--- config.mk ---
export PLATFORM = sky130hd
export DESIGN_NAME = afe_regmap
export DESIGN_NICKNAME = d
export VERILOG_FILES = /design/src/rtl/afe_pkg.sv /design/src/rtl/afe_addr_step.sv /design/src/rtl/afe_sample_latch.sv /design/src/rtl/afe_regmap.sv
export SDC_FILE = /design/constraint.sdc
export NUM_CORES = 1
export LEC_CHECK = 0
export CORE_UTILIZATION = 45
export CTS_CLUSTER_SIZE = 16
export DETAILED_ROUTE_END_ITERATION = 6
export DONT_BUFFER_PORTS = 1
export GPL_TIMING_DRIVEN = 0
export MAX_ROUTING_LAYER = met4
export PLACE_DENSITY_LB_ADDON = 0.3
export RECOVER_POWER = 50
export SKIP_LAST_GASP = 1
export SYNTH_ARGS = -nofsm -noshare
export SYNTH_HDL_FRONTEND = slang
export SYNTH_SLANG_ARGS = --single-unit
export TNS_END_PERCENT = 1
--- constraint.sdc ---
create_clock -name core_clk_i -period 4 [get_ports core_clk_i]
set_clock_uncertainty 0.05 [all_clocks]
set_input_delay 0.6 -clock core_clk_i [delete_from_list [all_inputs] [get_ports core_clk_i]]
set_output_delay 0.6 -clock core_clk_i [all_outputs]
set_load 0.02 [all_outputs]
--- src/rtl/afe_pkg.sv ---
// Purpose: shared constants and types of the front-end register map
// Assumes: byte-wide registers on a 4-bit address
// Notes: sample registers occupy three addresses each, msb first

package afe_pkg;

	// ----------------------------------------------------------------
	// widths
	// ----------------------------------------------------------------
	localparam int ADDR_W = 4;
	localparam int DATA_W = 8;
	localparam int SAMPLE_W = 24;

	// ----------------------------------------------------------------
	// register offsets
	// ----------------------------------------------------------------
	localparam logic [3:0] ADDR_CH0 = 4'h0;
	localparam logic [3:0] ADDR_CH0_LAST = 4'h2;
	localparam logic [3:0] ADDR_CH1 = 4'h3;
	localparam logic [3:0] ADDR_CH1_LAST = 4'h5;
	localparam logic [3:0] ADDR_RSVD = 4'h6;
	localparam logic [3:0] ADDR_SKEW = 4'h7;
	localparam logic [3:0] ADDR_AMP = 4'h8;
	localparam logic [3:0] ADDR_STATCOM = 4'h9;
	localparam logic [3:0] ADDR_CFG1 = 4'hA;
	localparam logic [3:0] ADDR_CFG2 = 4'hB;

	// ----------------------------------------------------------------
	// reset values and fields
	// ----------------------------------------------------------------
	localparam logic [7:0] RST_SKEW = 8'h00;
	localparam logic [7:0] RST_AMP = 8'h00;
	localparam logic [7:0] RST_STATCOM = 8'h00;
	localparam logic [7:0] RST_CFG1 = 8'h00;
	localparam logic [7:0] RST_CFG2 = 8'h00;
	localparam logic [23:0] RST_SAMPLE = 24'h000000;
	localparam int STATCOM_READ_LSB = 6;

	// ----------------------------------------------------------------
	// types
	// ----------------------------------------------------------------
	typedef enum logic [1:0] {
		RD_STATIC = 2'b00,
		RD_GROUP = 2'b01,
		RD_TYPE = 2'b10,
		RD_MAP = 2'b11
	} afe_rdmode_e;

	typedef enum logic {
		SEQ_IDLE = 1'b0,
		SEQ_BUSY = 1'b1
	} afe_seq_e;

	typedef struct packed {
		logic [23:0] ch1;
		logic [23:0] ch0;
	} afe_sample_s;

	typedef struct packed {
		logic [7:0] skew;
		logic [7:0] amp;
		logic [7:0] statcom;
		logic [7:0] cfg1;
		logic [7:0] cfg2;
	} afe_cfg_s;

endpackage

--- src/rtl/afe_addr_step.sv ---
// Purpose: next address of a continuous read
// Assumes: current address lies inside the map
// Notes: purely combinational

`timescale 1ns/1ns

module afe_addr_step (
	input wire logic [3:0] cur_addr_i,
	input wire afe_pkg::afe_rdmode_e mode_i,
	output logic [3:0] next_addr_o
);

	logic [3:0] lo;
	logic [3:0] hi;

	// --------------------------------------------------------------
	// loop bounds of the selected set
	// --------------------------------------------------------------
	always_comb begin
		lo = cur_addr_i;
		hi = cur_addr_i;
		case (mode_i)
			afe_pkg::RD_GROUP: begin
				if (cur_addr_i <= afe_pkg::ADDR_CH0_LAST) begin
					lo = afe_pkg::ADDR_CH0;
					hi = afe_pkg::ADDR_CH0_LAST;
				end else if (cur_addr_i <= afe_pkg::ADDR_CH1_LAST) begin
					lo = afe_pkg::ADDR_CH1;
					hi = afe_pkg::ADDR_CH1_LAST;
				end else if (cur_addr_i <= afe_pkg::ADDR_AMP) begin
					lo = afe_pkg::ADDR_SKEW;
					hi = afe_pkg::ADDR_AMP;
				end else begin
					lo = afe_pkg::ADDR_STATCOM;
					hi = afe_pkg::ADDR_CFG2;
				end
			end
			afe_pkg::RD_TYPE: begin
				if (cur_addr_i <= afe_pkg::ADDR_CH1_LAST) begin
					lo = afe_pkg::ADDR_CH0;
					hi = afe_pkg::ADDR_CH1_LAST;
				end else begin
					lo = afe_pkg::ADDR_SKEW;
					hi = afe_pkg::ADDR_CFG2;
				end
			end
			afe_pkg::RD_MAP: begin
				lo = afe_pkg::ADDR_CH0;
				hi = afe_pkg::ADDR_CFG2;
			end
			default: begin
				lo = cur_addr_i;
				hi = cur_addr_i;
			end
		endcase
	end

	// --------------------------------------------------------------
	// step, wrap and reserved skip
	// --------------------------------------------------------------
	always_comb begin
		if (cur_addr_i >= hi) begin
			next_addr_o = lo;
		end else if (cur_addr_i + 4'h1 == afe_pkg::ADDR_RSVD) begin
			next_addr_o = afe_pkg::ADDR_SKEW;
		end else begin
			next_addr_o = cur_addr_i + 4'h1;
		end
	end

endmodule

--- src/rtl/afe_sample_latch.sv ---
// Purpose: live and held copy of one channel result
// Assumes: load_i is a one-cycle pulse per conversion
// Notes: a hold in the same cycle as a load takes the newest word

`timescale 1ns/1ns

module afe_sample_latch #(
	parameter int W = 24
) (
	input wire logic core_clk_i,
	input wire logic nrst_i,
	input wire logic load_i,
	input wire logic [W-1:0] sample_i,
	input wire logic hold_i,
	output logic [W-1:0] live_o,
	output logic [W-1:0] held_o
);

	logic [W-1:0] live;
	logic [W-1:0] held;
	logic [W-1:0] next_live;
	logic [W-1:0] next_held;

	// --------------------------------------------------------------
	// all bytes replaced in one edge so no mixed word is seen
	// --------------------------------------------------------------
	always_comb begin
		next_live = load_i ? sample_i : live;
		next_held = held;
		if (hold_i) begin
			next_held = next_live;
		end
	end

	always_ff @(posedge core_clk_i or negedge nrst_i) begin
		if (!nrst_i) begin
			live <= '0;
			held <= '0;
		end else begin
			live <= next_live;
			held <= next_held;
		end
	end

	assign live_o = live;
	assign held_o = held;

endmodule

--- src/rtl/afe_regmap.sv ---
// Purpose: register map and continuous-read sequencing of the front end
// Assumes: all inputs synchronous to core_clk_i; strobes one cycle
// Notes: single reads see the newest sample, sequences a held copy
//
// The implementer's own choice: the plain strobed port.

`timescale 1ns/1ns

module afe_regmap #(
	parameter int ADDR_W = afe_pkg::ADDR_W,
	parameter int DATA_W = afe_pkg::DATA_W
) (
	input wire logic core_clk_i,
	input wire logic nrst_i,
	input wire logic [ADDR_W-1:0] addr_i,
	input wire logic [DATA_W-1:0] wdata_i,
	input wire logic wr_i,
	input wire logic rd_i,
	output logic [DATA_W-1:0] rdata_o,
	input wire logic seq_start_i,
	input wire logic seq_rd_i,
	input wire logic seq_end_i,
	output logic seq_active_o,
	output logic [ADDR_W-1:0] seq_addr_o,
	input wire logic sample_valid_i,
	input wire afe_pkg::afe_sample_s sample_i,
	output afe_pkg::afe_cfg_s cfg_o,
	output logic [1:0] read_mode_o
);

	// ----------------------------------------------------------------
	// declarations
	// ----------------------------------------------------------------
	afe_pkg::afe_cfg_s cfg;
	afe_pkg::afe_cfg_s next_cfg;
	afe_pkg::afe_seq_e seq_state;
	afe_pkg::afe_seq_e next_seq_state;
	afe_pkg::afe_rdmode_e mode;
	afe_pkg::afe_sample_s live;
	afe_pkg::afe_sample_s held;
	logic [ADDR_W-1:0] ptr;
	logic [ADDR_W-1:0] next_ptr;
	logic [ADDR_W-1:0] step_addr;
	logic [DATA_W-1:0] rdata;
	logic [DATA_W-1:0] next_rdata;
	logic hold;
	logic seq_take;

	// ----------------------------------------------------------------
	// byte selection shared by single and sequenced reads
	// ----------------------------------------------------------------
	// reserved and unmapped addresses answer zero; the host ignores it
	function automatic logic [7:0] reg_byte(
		input logic [3:0] a,
		input afe_pkg::afe_sample_s s,
		input afe_pkg::afe_cfg_s c
	);
		logic [7:0] b;
		b = 8'h00;
		case (a)
			afe_pkg::ADDR_CH0: b = s.ch0[23:16];
			4'h1: b = s.ch0[15:8];
			afe_pkg::ADDR_CH0_LAST: b = s.ch0[7:0];
			afe_pkg::ADDR_CH1: b = s.ch1[23:16];
			4'h4: b = s.ch1[15:8];
			afe_pkg::ADDR_CH1_LAST: b = s.ch1[7:0];
			afe_pkg::ADDR_SKEW: b = c.skew;
			afe_pkg::ADDR_AMP: b = c.amp;
			afe_pkg::ADDR_STATCOM: b = c.statcom;
			afe_pkg::ADDR_CFG1: b = c.cfg1;
			afe_pkg::ADDR_CFG2: b = c.cfg2;
			default: b = 8'h00;
		endcase
		return b;
	endfunction

	// ----------------------------------------------------------------
	// read mode field
	// ----------------------------------------------------------------
	// taken live, so a write that changes it steers the next step
	assign mode = afe_pkg::afe_rdmode_e'(
		cfg.statcom[afe_pkg::STATCOM_READ_LSB +: 2]);

	// ----------------------------------------------------------------
	// sample storage, one latch per channel
	// ----------------------------------------------------------------
	// a hold is taken whenever a read communication opens
	assign hold = seq_start_i;

	afe_sample_latch #(
		.W(afe_pkg::SAMPLE_W)
	) u_ch0 (
		.core_clk_i(core_clk_i),
		.nrst_i(nrst_i),
		.load_i(sample_valid_i),
		.sample_i(sample_i.ch0),
		.hold_i(hold),
		.live_o(live.ch0),
		.held_o(held.ch0)
	);

	afe_sample_latch #(
		.W(afe_pkg::SAMPLE_W)
	) u_ch1 (
		.core_clk_i(core_clk_i),
		.nrst_i(nrst_i),
		.load_i(sample_valid_i),
		.sample_i(sample_i.ch1),
		.hold_i(hold),
		.live_o(live.ch1),
		.held_o(held.ch1)
	);

	// ----------------------------------------------------------------
	// address sequencer
	// ----------------------------------------------------------------
	afe_addr_step u_step (
		.cur_addr_i(ptr),
		.mode_i(mode),
		.next_addr_o(step_addr)
	);

	// ----------------------------------------------------------------
	// configuration registers
	// ----------------------------------------------------------------
	// writes below 0x07 fall on read-only or reserved space and are lost
	always_comb begin
		next_cfg = cfg;
		if (wr_i) begin
			case (addr_i)
				afe_pkg::ADDR_SKEW: next_cfg.skew = wdata_i;
				afe_pkg::ADDR_AMP: next_cfg.amp = wdata_i;
				afe_pkg::ADDR_STATCOM: next_cfg.statcom = wdata_i;
				afe_pkg::ADDR_CFG1: next_cfg.cfg1 = wdata_i;
				afe_pkg::ADDR_CFG2: next_cfg.cfg2 = wdata_i;
				default: next_cfg = cfg;
			endcase
		end
	end

	always_ff @(posedge core_clk_i or negedge nrst_i) begin
		if (!nrst_i) begin
			cfg.skew <= afe_pkg::RST_SKEW;
			cfg.amp <= afe_pkg::RST_AMP;
			cfg.statcom <= afe_pkg::RST_STATCOM;
			cfg.cfg1 <= afe_pkg::RST_CFG1;
			cfg.cfg2 <= afe_pkg::RST_CFG2;
		end else begin
			cfg <= next_cfg;
		end
	end

	// ----------------------------------------------------------------
	// continuous read state
	// ----------------------------------------------------------------
	// a single read in the same cycle wins the data path, so the
	// sequenced byte is not taken and the pointer stays put
	assign seq_take = seq_rd_i && !rd_i && (seq_state == afe_pkg::SEQ_BUSY);

	always_comb begin
		next_seq_state = seq_state;
		next_ptr = ptr;
		case (seq_state)
			afe_pkg::SEQ_IDLE: begin
				if (seq_start_i) begin
					next_seq_state = afe_pkg::SEQ_BUSY;
					next_ptr = addr_i;
				end
			end
			afe_pkg::SEQ_BUSY: begin
				if (seq_start_i) begin
					next_ptr = addr_i; // restart takes a fresh hold
				end else if (seq_end_i) begin
					next_seq_state = afe_pkg::SEQ_IDLE;
				end else if (seq_take) begin
					next_ptr = step_addr;
				end
			end
			default: begin
				next_seq_state = afe_pkg::SEQ_IDLE;
				next_ptr = ptr;
			end
		endcase
	end

	always_ff @(posedge core_clk_i or negedge nrst_i) begin
		if (!nrst_i) begin
			seq_state <= afe_pkg::SEQ_IDLE;
			ptr <= '0;
		end else begin
			seq_state <= next_seq_state;
			ptr <= next_ptr;
		end
	end

	// ----------------------------------------------------------------
	// read data path
	// ----------------------------------------------------------------
	// sequenced bytes come from the held copy so a conversion landing
	// mid-read cannot tear a word; single reads see the newest one
	always_comb begin
		next_rdata = 8'h00;
		if (rd_i) begin
			next_rdata = reg_byte(addr_i, live, cfg);
		end else if (seq_take) begin
			next_rdata = reg_byte(ptr, held, cfg);
		end
	end

	always_ff @(posedge core_clk_i or negedge nrst_i) begin
		if (!nrst_i) begin
			rdata <= 8'h00;
		end else begin
			rdata <= next_rdata;
		end
	end

	// ----------------------------------------------------------------
	// outputs
	// ----------------------------------------------------------------
	assign rdata_o = rdata;
	assign seq_active_o = (seq_state == afe_pkg::SEQ_BUSY);
	assign seq_addr_o = ptr;
	assign cfg_o = cfg;
	assign read_mode_o = mode;

endmodule

==> results of run 1 <==
-- metal layers --
metal / routed length (um) / vias to the layer above / track usage [%]
met1: 10490 / 2973 / 39.94
li1: - / 2447 / -
met5: 0 / - / -
met4: 846 / 0 / 12.79
met3: 1996 / 55 / 8.497
met2: 12900 / 289 / 51.23
-- logic make-up (layout without fill, tap and decap cells) --
logic type               after synthesis  count (layout)  share of synthesized area [%]
XOR/XNOR                               2               2                         0.2309
buffers and inverters                 58              89                          3.694
AND/OR/NAND/NOR                      115             115                          8.081
AO/OA/AOI/OAI                        140             140                          13.90
multiplexers                         159             159                          23.47
flip-flops                           149             149                          49.14
adder cells (fa/ha/maj)                9               9                          1.484
-- layout make-up --
| type | instances | area (um2) |
|---|---|---|
| multi-input cells | 425 | 3581 |
| well taps | 220 | 275.3 |
| fillers | 1477 | 8117 |
| inverters | 12 | 45.04 |
| plain buffers | 45 | 230.2 |
| flip-flops and latches | 149 | 3730 |
| clock buffers | 22 | 474.2 |
| clock inverters | 10 | 72.57 |
-- worst max-delay path, cell delays in order (launching register included) --
cell      delay, ns
dfrtp_1        0.69
inv_1          0.20
ha_2           0.33
nor2_1         0.29
a21oi_1        0.20
o21ai_0        0.20
o21ai_0        0.11
ha_1           0.29
nand2b_1       0.14
a2111o_1       0.52
o211a_1        0.19
a311o_1        0.34
a31oi_1        0.17
-- how the worst min path moves through the flow --
stage | start | end | slack [ns]
2_1_floorplan | nrst_i | cfg_o[0] | 0.25
3_3_place_gp | nrst_i | u_ch1.held_o[21] | 0.26
3_5_place_dp | nrst_i | u_ch1.held_o[21] | 0.26
5_1_grt | nrst_i | u_ch0.held_o[21] | -0.20
6_report | nrst_i | u_ch0.held_o[13] | -0.18
4_1_cts | nrst_i | u_ch1.held_o[21] | -0.20
-- cells in the mapped netlist (4+ instances only) --
cell type and instances:
a21oi_1 16, o32ai_1 5, dfrtp_1 149, ha_1 9, nand2_1 21, o21ai_0 14, nor2_1 21, and3_1 4
a32o_1 4, a211oi_1 5, a2111oi_0 6, mux2_2 141, a222oi_1 7, a22oi_1 16, buf_2 17, nand2b_1 8
nand3_1 24, nor3_1 6, o22ai_1 12, mux2i_1 17, a31oi_1 8, nor2b_1 12, clkbuf_1 19, and2_1 4
inv_1 11, a22o_1 6, buf_4 9, a32oi_1 5, a221oi_1 12
-- timing repair --
item	CTS	global route
hold endpoints to repair	149	149
endpoints found under the setup margin	3	4
gates resized for setup	0	2
-- registers in the layout, indices dropped and copies added (netlist names) --
name,cells
cfg_o,40
u_ch0.held_o,24
u_ch0.live_o,24
u_ch1.held_o,24
u_ch1.live_o,24
rdata_o,8
seq_addr_o,4
seq_active_o,1
-- through the flow --
step / utilization, % / setup slack (ns) / total power, mW / instance area, um2
2_1_floorplan: - / 0.8106 / 3.300 / 7587
3_3_place_gp: 47.58 / 0.0004450 / 3.942 / 7863
3_5_place_dp: 47.58 / -0.05824 / 3.965 / 7863
4_1_cts: 50.87 / 0.06826 / 5.449 / 8406
5_1_grt: 50.88 / 0.008155 / 5.693 / 8408
6_report: 50.88 / 0.1904 / 5.473 / 8408
-- where the power goes --
group	internal, mW	switching [mW]	leakage [nW]
Combinational	0.679	1.06	1.41
Clock	0.845	0.631	0.263
Sequential	1.76	0.504	1.78
Total	3.28	2.19	3.45
==> qor.yml, run 1 <==
die_area_um2: 17380
pwr_density_cell_nw_per_um2: 651.0
timing.rr.end: "seq_addr_o[0]"
antenna_cells: 0
slew_headroom_pct: 37.45
arrival_ns: 4.10
critPathLaunch: "seq_addr_o[0]"
hold_viol: 149
finalCritPeriodShare_pct: 95.24
async_flop_share_pct: 100.0
grt_pass1_wl_um: 39520
gp_congestion: 0.9776
max-cap-violations: 0
synth-seq-area-share_pct: 49.14
vias_per_cell: 6.528
die_w_um: 131.9
finalNonFillerCells: 883
crit_path_end: "seq_addr_o[0]"
place_inst: 852
num_vias: 5764
critical_path_class: "reg -> reg"
dp_hpwl_um: 19820
start_kind: "register"
period_needed_ns: 3.810
final_max_slew_viol_count: 0
io_buffers: 0
yosys.area.top_type: "dfrtp_1"
ios: 123
cts.sinks: 149
netlist_area_um2: 7587
htree_levels: 4
ys_types: 62
worst_hold_slack_ns: -0.1783
drive_gt1_share_pct: 28.81
synthCells: 632
setup_tns_ns: 0
yosysWarnings: 0
rows: 47
timing.fmax_mhz: 262.5
drt-initial-drc-count: 517
grt_usage_pct: 32.52
worstMarginPinSlew_ns: 0.9374
r2r_cells: 12
syn_nets: 709
r2r_slack_ns: 0.19
clk_pin_slew_worst_paths_ns: 0.06
grt.overflow.total: 0
yosys-top-cells-area: "dfrtp_1, mux2_2, mux2i_1"
avgSynthCellArea_um2: 12.01
start_util_pct: 45.92
critical_path_required_ns: 4.29
critPathCaptureType: "register"
coreArea_um2: 16520
hp-class: "in -> async"
synth_top_cell_area_share_pct: 49.14
ys_ff_latch: 149
antenna_found_initial: 0
grt_pass1_vias: 5960
synth_flop_cell: "dfrtp_1"
nets: 727
path_max_fanout: 10
drtAntennaViolNets: 0
synth_edf_count: 0
layout_common_cells: "dfrtp_1, mux2_2, nand3_1"
root_buffer: "clkbuf_16"
p_leak_nw: 3.453
clock_path_buffers: 2
firstDrtPassIters: 5
routed_wl_um: 26230
cts_buffers: 17
area_growth_pct: 10.82
setup_violations: 0
layout_commonest_cell: "dfrtp_1"
fp.dieH_um: 131.9
drc: 0
grt_max_degree: 150
violations: "negative hold slack"
ir_worst_vdd_uv: 299.7
status: "complete, but fails checks"
wl_per_cell_um: 29.71
clkLatencyLatePin_ns: 0.43
rr_startpoint: "seq_addr_o[0]"
cts_tree: "yes"
rsz0062_at_grt: "false"
post-cts-setup-buffers: 0
(Power assumes the default switching activity.)
==> inputs of run 2 (changes only) <==
--- a/config.mk
+++ b/config.mk
@@ -11,7 +11,6 @@
 export DONT_BUFFER_PORTS = 1
 export GPL_TIMING_DRIVEN = 0
 export MAX_ROUTING_LAYER = met4
-export PLACE_DENSITY_LB_ADDON = 0.3
 export RECOVER_POWER = 50
 export SKIP_LAST_GASP = 1
 export SYNTH_ARGS = -nofsm -noshare
==> constraint.sdc (replaced) <==
create_clock -name core_clk_i -period 3.64 [get_ports core_clk_i]
set_clock_uncertainty 0.05 [all_clocks]
set_input_delay 0.546 -clock core_clk_i [delete_from_list [all_inputs] [get_ports core_clk_i]]
set_output_delay 0.546 -clock core_clk_i [all_outputs]
set_load 0.02 [all_outputs]
==> run 2 against run 1 <==
Effect of this change:
- the run ends with design-rule violations, negative hold slack left
- clock power increased by 32%
- hold slack worse by 0.064 ns
- sequential share of layout area fell by 0.60 points
- power rose by 16%
- sequential power rose by 10%
- cell area is 1.4% higher
- wire length is 0.48% higher
- cell count increased by 0.11%
- count of clock-buffer cells in the layout fell by 2
- utilization grew 0.72 points
- combinational power increased by 9%
- sequential cell count did not move
- largest cell class unchanged
==> qor.yml, run 2 (same netlist as run 1, synthesis figures left out) <==
die_w_um: 131.9
multi_input_area_um2: 3585
clockPowerShare_pct: 30.8
critPathCaptureType: "register"
fin_ws_ns: 0.1351
seqCellArea_um2: 3731
num_vias: 5754
clock_path_buffers: 2
wl_met3_um: 2178
rr_startpoint: "seq_addr_o[0]"
postPlaceCellArea_um2: 7863
grt_pass1_vias: 5828
critical_path_class: "reg -> reg"
stdcell_area_um2: 8527
cts_buffers: 17
ir_worst_vdd_uv: 333.7
vias_per_cell: 6.509
start_kind: "register"
dr_wl_met2_um: 12690
firstDrtPassIters: 7
gp_congestion: 0.9628
final_core_utilization_pct: 51.60
layout_commonest_cell: "dfrtp_1"
area_growth_pct: 12.38
r2r_slack_ns: 0.14
drt-initial-drc-count: 639
die_area_um2: 17380
path_max_fanout: 10
drt-met1-wl_um: 10870
status: "complete, but fails checks"
grt_pass1_wl_um: 39320
p_int_mw: 3.897
pwr-share-seq_pct: 39.2
coreArea_um2: 16520
clkLatencyLatePin_ns: 0.43
routed_wl_um: 26360
final_max_slew_viol_count: 0
fp.dieH_um: 131.9
htree_levels: 4
grt.overflow.total: 0
grt_max_degree: 150
hold_viol: 149
r2r_cells: 12
start_util_pct: 45.92
largest_register_ffs: 40
period_needed_ns: 3.505
rsz0062_at_grt: "false"
setup_violations: 0
grt_usage_pct: 32.59
io_buffers: 0
timing.fmax_mhz: 285.3
cts_tree: "yes"
nets: 727
wl_per_cell_um: 29.82
swShare_pct: 38.56
ios: 123
fill_cells: 1466
finalCritPeriodShare_pct: 96.29
post-cts-setup-buffers: 0
critPathLaunch: "seq_addr_o[0]"
layout_common_cells: "dfrtp_1, mux2_2, nand3_1, nor2_1, nand2_1"
pre_cts_ws_ns: -0.3329
antenna_found_initial: 1
timing.rr.end: "seq_addr_o[0]"
worstMarginPinSlew_ns: 0.9618
p_switching_mw: 2.446
arrival_ns: 3.80
slew_headroom_pct: 35.81
dp_hpwl_um: 19690
clk_pin_slew_worst_paths_ns: 0.06
route.top_layer_used: "met4"
root_buffer: "clkbuf_16"
combPwrFrac_pct: 30.0
hp-class: "in -> async"
drive_gt1_share_pct: 29.86
cts.sinks: 149
pwr_density_cell_nw_per_um2: 743.9
max-cap-violations: 0
worst_hold_slack_ns: -0.2422
rows: 47
violations: "design-rule violations, negative hold slack"
critical_path_required_ns: 3.93
drtAntennaViolNets: 0
drc: 2
p_leak_nw: 3.508
## run 2: cell count changes in the layout (fill, tap and decap cells not counted), sizes merged
cell and change:
diode +1, bufinv +4, clkinvlp -1, inv +2, clkinv -3, clkbuf -2
## run 2: worst max path at each step
| stage | slack (ns) | cells past startpoint | endpoint |
|---|---|---|---|
| after floorplan | 0.45 | 13 | seq_addr_o[0] |
| after global placement | -0.34 | 13 | seq_addr_o[0] |
| after detailed placement | -0.33 | 13 | seq_addr_o[0] |
| after CTS | 0.007 | 11 | seq_addr_o[0] |
| after global routing | 0.02 | 12 | seq_addr_o[0] |
| final | 0.14 | 12 | seq_addr_o[0] |
## run 2: routing by layer
metal  global-route usage (%)  vias up
li1                         -     2464
met1                    41.55     2937
met2                    50.91      303
met3                    7.958       50
met4                    10.85        0
met5                        -        -
## run 2: cell type report
cell class	count	area share [%]
antenna	1	0.02935
sequential	149	43.76
clock buffer	20	5.473
clock inverter	12	2.230
tap	220	3.228
multi-input combinational	425	42.04
inverter	12	0.5282
buffer	45	2.715
## run 2: timing repair
| action | in CTS | in global routing |
|---|---|---|
| setup endpoints to repair | 4 | 4 |
| endpoints found under the hold margin | 149 | 149 |
| resized for setup | 3 | 3 |
## run 2: critical path, stage by stage, from the launching register on
cell and delay [ns]:
dfrtp_2 0.53, inv_1 0.18, ha_2 0.37, nor2_1 0.15, a21oi_2 0.25, o21ai_0 0.12
o21ai_0 0.16, ha_1 0.25, nand2b_1 0.14, a2111o_1 0.52, o211a_1 0.18, a311o_1 0.34
a31oi_1 0.17
## run 2: through the flow
stage          std cells  hold slack, ns  setup TNS, ns  power (mW)
6_report             884         -0.2422              0       6.343
5_1_grt              884         -0.2649              0       6.591
4_1_cts              883         -0.2529              0       6.317
3_5_place_dp         852          0.2050         -1.017       4.355
3_3_place_gp         852          0.2047         -1.019       4.335
2_1_floorplan        632          0.2004              0       3.627
## run 2: power by group through the flow
stage / logic [mW] / registers [mW] / clock network [mW]
2_1_floorplan: 1.31 / 2.31 / 0
3_3_place_gp: 1.83 / 2.51 / 0
3_5_place_dp: 1.84 / 2.52 / 0
4_1_cts: 1.85 / 2.49 / 1.98
5_1_grt: 2.02 / 2.52 / 2.05
6_report: 1.90 / 2.49 / 1.95
